### src/rtl/ldc_consts.svh
// Field positions, widths and timing counts of the LED driver latch bank.
`ifndef LDC_CONSTS_SVH
`define LDC_CONSTS_SVH

// -----------------------------------------------------------------------------
// Clock and timing
// -----------------------------------------------------------------------------
`define LDC_CLK_HZ          50000000
`define LDC_LATCH_MIN_MS    3
`define LDC_LATCH_MAX_MS    7
`define LDC_LATCH_MIN_CYC   (`LDC_LATCH_MIN_MS * (`LDC_CLK_HZ / 1000))
`define LDC_LATCH_MAX_CYC   (`LDC_LATCH_MAX_MS * (`LDC_CLK_HZ / 1000))
`define LDC_SYNC_STAGES     2

// -----------------------------------------------------------------------------
// Combined configuration latch layout
// -----------------------------------------------------------------------------
`define LDC_NUM_CH          24
`define LDC_TRIM_W          7
`define LDC_TRIM_LSB        0
`define LDC_BRIGHT_LSB      168
`define LDC_BRIGHT_W        8
`define LDC_FUNC_LSB        192
`define LDC_FUNC_W          7
`define LDC_USER_LSB        199
`define LDC_USER_W          17
`define LDC_LATCH_W         199
`define LDC_CFG_SR_W        216
`define LDC_COMMON_W        288
`define LDC_STAT_RSVD_W     23
`define LDC_STAT_TEMP_BIT   239

// -----------------------------------------------------------------------------
// Grayscale counter
// -----------------------------------------------------------------------------
`define LDC_GRAY_W          12
`define LDC_END_12BIT       12'hFFF
`define LDC_END_10BIT       12'h3FF
`define LDC_END_8BIT        12'h0FF
`define LDC_FIFO_DEPTH      8

`endif

### src/rtl/ldc_pkg.sv
// Types shared by the LED driver latch bank.
`include "ldc_consts.svh"

package ldc_pkg;

  // ---------------------------------------------------------------------------
  // Configuration and status words
  // ---------------------------------------------------------------------------
  typedef struct packed {
    logic [1:0] mode;
    logic       treset;
    logic       auto_rep;
    logic [2:0] range;
  } ldc_func_t;

  typedef struct packed {
    ldc_func_t                                  func;
    logic [3*`LDC_BRIGHT_W-1:0]                 bright;
    logic [`LDC_NUM_CH*`LDC_TRIM_W-1:0]         trim;
  } ldc_cfg_word_t;

  typedef struct packed {
    logic [`LDC_NUM_CH-1:0]      open_f;
    logic [`LDC_NUM_CH-1:0]      short_f;
    logic                        temp;
    logic [`LDC_STAT_RSVD_W-1:0] rsvd;
    logic [`LDC_USER_W-1:0]      user;
    ldc_cfg_word_t               cfg;
  } ldc_status_t;

  typedef enum logic [1:0] {
    LDC_PWM_IDLE = 2'b00,
    LDC_PWM_RUN  = 2'b01,
    LDC_PWM_DONE = 2'b10
  } ldc_pwm_state_t;

endpackage

### src/rtl/ldc_config_latches.sv
// Configuration latch bank, serial ports, status readback and gray counter.
`timescale 1ns/1ps
`include "ldc_consts.svh"

module ldc_config_latches #(
  parameter int LATCH_DELAY_CYC = `LDC_LATCH_MIN_CYC,
  parameter int FIFO_DEPTH      = `LDC_FIFO_DEPTH
) (
  input  wire logic                          ref_clk,
  input  wire logic                          srst,
  input  wire logic                          clk_en,
  input  wire logic                          config_port_serial_clock,
  input  wire logic                          config_port_serial_in,
  output logic                               config_port_serial_out,
  input  wire logic                          gray_port_serial_clock,
  input  wire logic                          gray_port_serial_in,
  output logic                               gray_port_serial_out,
  input  wire logic                          gray_latch_strobe,
  input  wire logic                          output_blank_n,
  input  wire logic                          pwm_clock_red,
  input  wire logic [`LDC_NUM_CH-1:0]        open_led_flag,
  input  wire logic [`LDC_NUM_CH-1:0]        short_led_flag,
  input  wire logic                          overtemp_flag,
  output ldc_pkg::ldc_cfg_word_t             config_latch,
  output logic      [`LDC_USER_W-1:0]        user_scratch,
  output logic      [`LDC_COMMON_W-1:0]      gray_level,
  output logic      [`LDC_GRAY_W-1:0]        gray_count,
  output logic                               outputs_off,
  output logic                               config_bit_dropped
);

  // ---------------------------------------------------------------------------
  // Pin synchronisers
  // ---------------------------------------------------------------------------
  localparam int PW = 7 + 2*`LDC_NUM_CH + 1;
  localparam int TW = $clog2(LATCH_DELAY_CYC + 1);

  logic [PW-1:0] pin_meta;
  logic [PW-1:0] pin_sync;
  logic [3:0]    edge_prev;

  always_ff @(posedge ref_clk) begin
    if (srst) begin
      pin_meta <= '0;
      pin_sync <= '0;
    end else if (clk_en) begin
      pin_meta <= {overtemp_flag, short_led_flag, open_led_flag,
                   pwm_clock_red, output_blank_n, gray_latch_strobe,
                   gray_port_serial_in, gray_port_serial_clock,
                   config_port_serial_in, config_port_serial_clock};
      pin_sync <= pin_meta;
    end
  end

  wire                   c_clk   = pin_sync[0];
  wire                   c_in    = pin_sync[1];
  wire                   g_clk   = pin_sync[2];
  wire                   g_in    = pin_sync[3];
  wire                   lat_lvl = pin_sync[4];
  wire                   blank_n = pin_sync[5];
  wire                   p_clk   = pin_sync[6];
  wire [`LDC_NUM_CH-1:0] open_s  = pin_sync[7 +: `LDC_NUM_CH];
  wire [`LDC_NUM_CH-1:0] short_s = pin_sync[7+`LDC_NUM_CH +: `LDC_NUM_CH];
  wire                   temp_s  = pin_sync[PW-1];

  always_ff @(posedge ref_clk) begin
    if (srst) begin
      edge_prev <= '0;
    end else if (clk_en) begin
      edge_prev <= {p_clk, lat_lvl, g_clk, c_clk};
    end
  end

  wire c_rise   = c_clk & ~edge_prev[0];
  wire g_rise   = g_clk & ~edge_prev[1];
  wire lat_rise = lat_lvl & ~edge_prev[2];
  wire p_rise   = p_clk & ~edge_prev[3];

  // ---------------------------------------------------------------------------
  // Config port: bit FIFO feeding the 216-bit shift register
  // ---------------------------------------------------------------------------
  logic [`LDC_CFG_SR_W-1:0] cfg_shift;
  logic [`LDC_COMMON_W-1:0] common;
  logic                     last_lat;
  logic                     cfg_pend;
  logic [TW-1:0]            cfg_timer;
  logic                     fifo_in_ready;
  logic                     fifo_out_valid;
  logic                     fifo_out_data;

  wire gray_cfg_load = lat_rise & last_lat;
  wire gray_gs_load  = lat_rise & ~last_lat;
  // The shift register cannot take a bit while the gray port rewrites it.
  wire fifo_pop_ok   = ~gray_cfg_load;
  wire cfg_pop       = fifo_out_valid & fifo_pop_ok;
  wire timer_done    = (cfg_timer >= TW'(LATCH_DELAY_CYC));
  wire cfg_fire      = cfg_pend & timer_done & ~fifo_out_valid;

  ldc_fifo #(
    .WIDTH (1),
    .DEPTH (FIFO_DEPTH)
  ) u_cfg_fifo (
    .ref_clk   (ref_clk),
    .srst      (srst),
    .clk_en    (clk_en),
    .in_valid  (c_rise),
    .in_ready  (fifo_in_ready),
    .in_data   (c_in),
    .out_valid (fifo_out_valid),
    .out_ready (fifo_pop_ok),
    .out_data  (fifo_out_data)
  );

  always_ff @(posedge ref_clk) begin
    if (srst) begin
      cfg_shift <= '0;
    end else if (clk_en) begin
      if (gray_cfg_load) begin
        cfg_shift[`LDC_CFG_SR_W-1:`LDC_USER_LSB] <=
          common[`LDC_CFG_SR_W-1:`LDC_USER_LSB];
      end else if (cfg_pop) begin
        cfg_shift <= {cfg_shift[`LDC_CFG_SR_W-2:0], fifo_out_data};
      end
    end
  end

  // A new config clock restarts the idle wait; the strobe fires once.
  always_ff @(posedge ref_clk) begin
    if (srst) begin
      cfg_pend           <= 1'b0;
      cfg_timer          <= '0;
      config_bit_dropped <= 1'b0;
    end else if (clk_en) begin
      if (c_rise) begin
        cfg_pend  <= 1'b1;
        cfg_timer <= '0;
      end else if (cfg_fire) begin
        cfg_pend  <= 1'b0;
      end else if (cfg_pend & ~timer_done) begin
        cfg_timer <= cfg_timer + 1'b1;
      end
      if (c_rise & ~fifo_in_ready) begin
        config_bit_dropped <= 1'b1;
      end
    end
  end

  // ---------------------------------------------------------------------------
  // Latches and status word
  // ---------------------------------------------------------------------------
  ldc_pkg::ldc_cfg_word_t next_cfg;
  ldc_pkg::ldc_status_t   stat_word;
  logic [`LDC_USER_W-1:0] next_user;

  // Gray port load wins over the config port strobe in the same cycle.
  assign next_cfg  = gray_cfg_load ? common[`LDC_LATCH_W-1:0] :
                     cfg_fire      ? cfg_shift[`LDC_LATCH_W-1:0] :
                     config_latch;
  assign next_user = (cfg_fire & ~gray_cfg_load) ?
                     cfg_shift[`LDC_CFG_SR_W-1:`LDC_USER_LSB] :
                     user_scratch;
  // Flags, reserved zeros, user bits and the latch just written.
  assign stat_word = {open_s, short_s, temp_s,
                      {`LDC_STAT_RSVD_W{1'b0}},
                      next_user, next_cfg};

  always_ff @(posedge ref_clk) begin
    if (srst) begin
      config_latch <= '0;
      user_scratch <= '0;
      gray_level   <= '0;
    end else if (clk_en) begin
      config_latch <= next_cfg;
      user_scratch <= next_user;
      if (gray_gs_load) begin
        gray_level <= common;
      end
    end
  end

  always_ff @(posedge ref_clk) begin
    if (srst) begin
      common   <= '0;
      last_lat <= 1'b0;
    end else if (clk_en) begin
      if (lat_rise) begin
        common <= stat_word;
      end else if (g_rise) begin
        common   <= {common[`LDC_COMMON_W-2:0], g_in};
        last_lat <= lat_lvl;
      end
    end
  end

  assign gray_port_serial_out   = common[`LDC_COMMON_W-1];
  assign config_port_serial_out = cfg_shift[`LDC_CFG_SR_W-1];

  // ---------------------------------------------------------------------------
  // Grayscale counter window
  // ---------------------------------------------------------------------------
  ldc_pkg::ldc_func_t     fc;
  ldc_pkg::ldc_pwm_state_t pwm_state;
  ldc_pkg::ldc_pwm_state_t next_state;
  logic [`LDC_GRAY_W-1:0] next_count;
  logic [`LDC_GRAY_W-1:0] period_end;

  assign fc = config_latch.func;
  // Range bits and brightness bytes reach the analog sinks through
  // config_latch; nothing inside this block reads them.
  assign period_end = ~fc.mode[1] ? `LDC_END_12BIT :
                      fc.mode[0]  ? `LDC_END_8BIT : `LDC_END_10BIT;
  wire timing_kill  = gray_gs_load & fc.treset;

  always_comb begin
    next_state = pwm_state;
    next_count = gray_count;
    if (~blank_n) begin
      next_state = ldc_pkg::LDC_PWM_IDLE;
      next_count = '0;
    end else if (timing_kill) begin
      next_state = ldc_pkg::LDC_PWM_IDLE;
      next_count = '0;
    end else if (p_rise) begin
      case (pwm_state)
        ldc_pkg::LDC_PWM_IDLE: begin
          next_state = ldc_pkg::LDC_PWM_RUN;
          next_count = '0;
        end
        ldc_pkg::LDC_PWM_RUN: begin
          if (gray_count != period_end) begin
            next_count = gray_count + 1'b1;
          end else if (fc.auto_rep) begin
            next_count = '0;
          end else begin
            next_state = ldc_pkg::LDC_PWM_DONE;
          end
        end
        default: begin
          next_state = ldc_pkg::LDC_PWM_DONE;
        end
      endcase
    end
  end

  always_ff @(posedge ref_clk) begin
    if (srst) begin
      pwm_state   <= ldc_pkg::LDC_PWM_IDLE;
      gray_count  <= '0;
      outputs_off <= 1'b1;
    end else if (clk_en) begin
      pwm_state   <= next_state;
      gray_count  <= next_count;
      outputs_off <= (next_state != ldc_pkg::LDC_PWM_RUN) |
                     (next_count == period_end);
    end
  end
endmodule // ldc_config_latches

### src/rtl/ldc_fifo.sv
// Small synchronous FIFO with valid and ready on both sides.
`timescale 1ns/1ps

module ldc_fifo #(
  parameter int WIDTH = 1,
  parameter int DEPTH = 8
) (
  input  wire logic             ref_clk,
  input  wire logic             srst,
  input  wire logic             clk_en,
  input  wire logic             in_valid,
  output logic                  in_ready,
  input  wire logic [WIDTH-1:0] in_data,
  output logic                  out_valid,
  input  wire logic             out_ready,
  output logic      [WIDTH-1:0] out_data
);

  localparam int AW = $clog2(DEPTH);

  logic [WIDTH-1:0] mem [DEPTH];
  logic [AW-1:0]    wr_ptr;
  logic [AW-1:0]    rd_ptr;
  logic [AW:0]      fill;

  wire push = in_valid & in_ready & clk_en;
  wire pop  = out_valid & out_ready & clk_en;

  assign in_ready  = (fill != (AW+1)'(DEPTH));
  assign out_valid = (fill != '0);
  assign out_data  = mem[rd_ptr];

  always_ff @(posedge ref_clk) begin
    if (push) begin
      mem[wr_ptr] <= in_data;
    end
  end

  always_ff @(posedge ref_clk) begin
    if (srst) begin
      wr_ptr <= '0;
      rd_ptr <= '0;
      fill   <= '0;
    end else begin
      if (push) begin
        wr_ptr <= (wr_ptr == AW'(DEPTH-1)) ? '0 : wr_ptr + 1'b1;
      end
      if (pop) begin
        rd_ptr <= (rd_ptr == AW'(DEPTH-1)) ? '0 : rd_ptr + 1'b1;
      end
      if (push & ~pop) begin
        fill <= fill + 1'b1;
      end else if (pop & ~push) begin
        fill <= fill - 1'b1;
      end
    end
  end

endmodule // ldc_fifo

### config.mk
export PLATFORM = sky130hd
export DESIGN_NAME = ldc_config_latches
export DESIGN_NICKNAME = d
export VERILOG_FILES = /design/src/rtl/ldc_pkg.sv /design/src/rtl/ldc_config_latches.sv /design/src/rtl/ldc_fifo.sv
export VERILOG_INCLUDE_DIRS = /design/src /design/src/rtl
export SDC_FILE = /design/constraint.sdc
export NUM_CORES = 2
export LEC_CHECK = 0
export ABC_CLOCK_PERIOD_IN_PS = 6160
export CELL_PAD_IN_SITES_DETAIL_PLACEMENT = 1
export CELL_PAD_IN_SITES_GLOBAL_PLACEMENT = 1
export CORE_MARGIN = 2
export CORE_UTILIZATION = 53
export CTS_BUF_LIST = sky130_fd_sc_hd__clkbuf_8
export DETAILED_ROUTE_END_ITERATION = 10
export DONT_BUFFER_PORTS = 1
export GPL_TIMING_DRIVEN = 0
export PLACE_DENSITY = 0.83
export SLEW_MARGIN = 0
export SYNTH_ARGS = -nofsm -noshare
export SYNTH_HDL_FRONTEND = slang
export SYNTH_SLANG_ARGS = --single-unit
### constraint.sdc
create_clock -name ref_clk -period 6.16 [get_ports ref_clk]
set_clock_uncertainty 0.05 [all_clocks]
set_input_delay 0.616 -clock ref_clk [delete_from_list [all_inputs] [get_ports ref_clk]]
set_output_delay 0.616 -clock ref_clk [all_outputs]
set_load 0.02 [all_outputs]
==> summary.txt <==
Layout
  – Layout Cells excl Fill: 7816
  – Nets: roughly 6500
  – P&R area growth vs syn: 12.6%
  – Share of cells above drive strength 1: just under 9%
  – Final design instance area without fill: around 0.056 mm²
  – Commonest non-fill, non-tap cells in the layout: dfxtp_1, nand2_1, nor2_1
  – Commonest non-fill, non-tap cell in the layout: dfxtp_1
  – Fin util: approximately three fifths

Critical path
  – CP Data Required Time: between 6 and 7 ns
  – Worst setup path class: register to register
  – Most used cell, CP: clkbuf_1
  – Crit path launch type: register
  – Flop2flop setup slack: around 1.1 ns
  – Worst setup EP type: register
  – Crit-path max cell delay: 1.12 ns
  – CP Cell Sequence: nor2b_1 -> clkbuf_1 -> clkbuf_1 -> clkbuf_1 -> clkbuf_1 -> o221ai_1 -> a211oi_1
  – Worst path arrival time: 5.82 ns
  – Critical-path maximum fanout: 10
  – Worst path slowest cell: clkbuf_1

Synth
  – Dominant synthesized flop cell: dfxtp_1
  – Post-Syn Area per Cell: 8.13 µm²
  – #FFs+latches synth: around 1200
  – Synth cell types: 72
  – Synth top area cells: dfxtp_1, nand2_1, a21oi_1
  – Async SR Flop Fraction: 0%
  – Syn Inst Count: 6128
  – Syn_nets: between 6000 and 7000
  – Yosys warns: 0
  – Cell accounting for the most synthesized area: dfxtp_1
  – Synth top area share: between 40% and 50%
  – EDFF count, synth: 8
  – Seq/Total Area, Yosys: about 48%
  – Synth Cell Area: 0.0498 mm²

Floorplanning
  – Die ar.: between 0.09 and 0.1 mm²
  – Initial Util: between 50 and 60%
  – Die Width: 311 µm
  – Num ports: about 580
  – Core Footprint: roughly 0.093 mm²
  – Rows: 112
  – DIE HEIGHT: approximately 310 µm

Timing
  – Final setup viols: 0
  – Final setup margin: 1.07 ns
  – Final hold violation count: 0
  – Worst-margin pin slew: between 1 and 1.5 ns
  – Crit path time final: between 5 and 6 ns
  – Final hold slack: 0.132 ns
  – Fmax: just under 200 MHz
  – Slew margin rel.: less than 1%
  – Crit share post-route: approximately 83%
  – RSZ-0062 raised after global routing: false
  – Sum of negative setup slack: 0 ns
  – Final Slew Violations: 0

Pwr
  – Sequential Power Share: a little under half
  – Cell Pwr Density: around 310 mW/mm²
  – Int Power: 12.2 mW
  – Sw power: about 5.2 mW
  – Clock power share: between 40 and 50%
  – Max IR drop VDD: between 0.2 and 0.3 mV
  – Comb pwr share: between 10% and 20%
  – Pleak: 18.9 nW
  – Switch share: 30.1%
  – Final Total Pwr: around 17 mW

Route
  – Vias per inst: 6.39
  – Detailed Routing Iterations Pass 1: 6
  – Vias: ~50000
  – DRC: 0
  – DR iter-0 viols: roughly 4300
  – Wire per inst: 26.5 µm
  – ANT nets after route: 0
  – Final WL: roughly 210 mm

Global routing
  – Tot GR Track Use: 40.5%
  – Busiest grt layer: met2
  – Global Route met3 Usage: between 10% and 20%
  – Grt met2 use: roughly 64%
  – Largest net degree at the start of global routing: 17
  – Vias in the first global route: 50200
  – GRT met1 Usage: between 40% and 50%
  – Total gr overflow: 0
  – Initial antenna violation count: 20
  – Global-route wire length before repair: around 300 mm

Place
  – Area after DPL: approximately 0.051 mm²
  – Placed Cells: roughly 7400
  – Setup WS pre-CTS: around 1.5 ns
  – Dpl hpwl: ~140 mm
  – Gpl congestion: 0.921
  – PortBufs: 0

Job
  – Max_cap viols: 1

Outcome
  – Outcome: complete, but fails checks
  – Failing checks: capacitance limit

Clock tree
  – CTS root buffer: clkbuf_8
  – Clock edge transition at the registers on the reported setup and hold paths: 0.07 ns
  – Setup bufs post-CTS: 0
  – Post-CTS Resized: 0
  – H-tree lvl count: 4
  – CTS sink count: about 1200
  – Clock Latency Late Sink: 0.92 ns
  – Cts bufs inserted: ~190
  – CTS tree: built
  – Clk buf depth: 3

Min path
  – HP Class: input pin to register
## layer usage
metal  routed length, µm  vias up
met5                  13        -
met4               14000        2
met3               20000      790
met2               93600     2403
met1               79800    24700
li1                    -    22000
## flip-flops by register name, indices dropped and copies added, names as in the netlist, 12 cells and up, named ones only
signal	count
cfg_shift	216
cfg_timer	18
common	288
config_latch	199
gray_count	12
gray_level	288
pin_meta	56
pin_sync	56
user_scratch	17
## final cells by class
cell class,count,area [µm²]
antenna,21,52.6
timing repair buffer,59,592
inverter,13,48.8
clock buffer,246,3390
multi-input combinational,4361,23600
clock inverter,108,686
sequential,1181,23700
buffer,573,2500
fill,11400,37100
tap,1254,1570
## worst max-delay path: cells and delay by family (launching register included)
family / cells / cell delay, ns
buffers and inverters: 4 / 3.51
AOI/OAI and AO/OA: 2 / 0.65
DFF: 1 / 0.45
and+or+nand+nor: 1 / 0.28
## worst paths after layout
| check | start | endpoint | depth (start not counted) |
|---|---|---|---|
| max reg2reg | pin_sync[4] | common[3] | 7 |
| min reg2reg | common[221] | gray_level[221] | 2 |
| max | pin_sync[4] | common[3] | 7 |
| min | clk_en | last_lat | 3 |
## power groups by stage
stage	clock, mW	combinational [mW]	sequential, mW
floorplan	0	1.21	8.15
global placement	0	1.76	8.23
detailed placement	0	1.83	8.24
CTS	7.25	1.89	8.08
global route	7.67	2.11	8.12
finish	7.33	1.96	8.10
## cell usage after synthesis, drive strengths merged (19+ instances only)
master / instances
a211oi: 401
a21oi: 750
a22oi: 24
a311oi: 51
a31o: 19
buf: 117
clkbuf: 456
dfxtp: 1173
mux2: 55
mux2i: 122
nand2: 1145
nor2: 838
nor3: 184
o21ai: 215
o221ai: 55
o22ai: 202
or3: 148
## repair_timing
item	in CTS	in global routing
hold buffers	58	0
setup endpoints to repair	0	0
hold endpoints to repair	67	0
## cells by family (layout without fill, tap and decap cells)
| family | after synthesis | count (layout) | synth area share [%] |
|---|---|---|---|
| and+or+nand+nor | 2390 | 2390 | 19.7 |
| xor gates and xnor gates | 17 | 17 | 0.299 |
| adders and majority gates | 11 | 11 | 0.291 |
| muxes | 179 | 179 | 4.01 |
| AOI/OAI and AO/OA | 1764 | 1764 | 23.0 |
| other | 0 | 21 | 0 |
| DFF | 1181 | 1181 | 47.6 |
| buffers and inverters | 586 | 999 | 5.11 |
(Power assumes the default switching activity.)
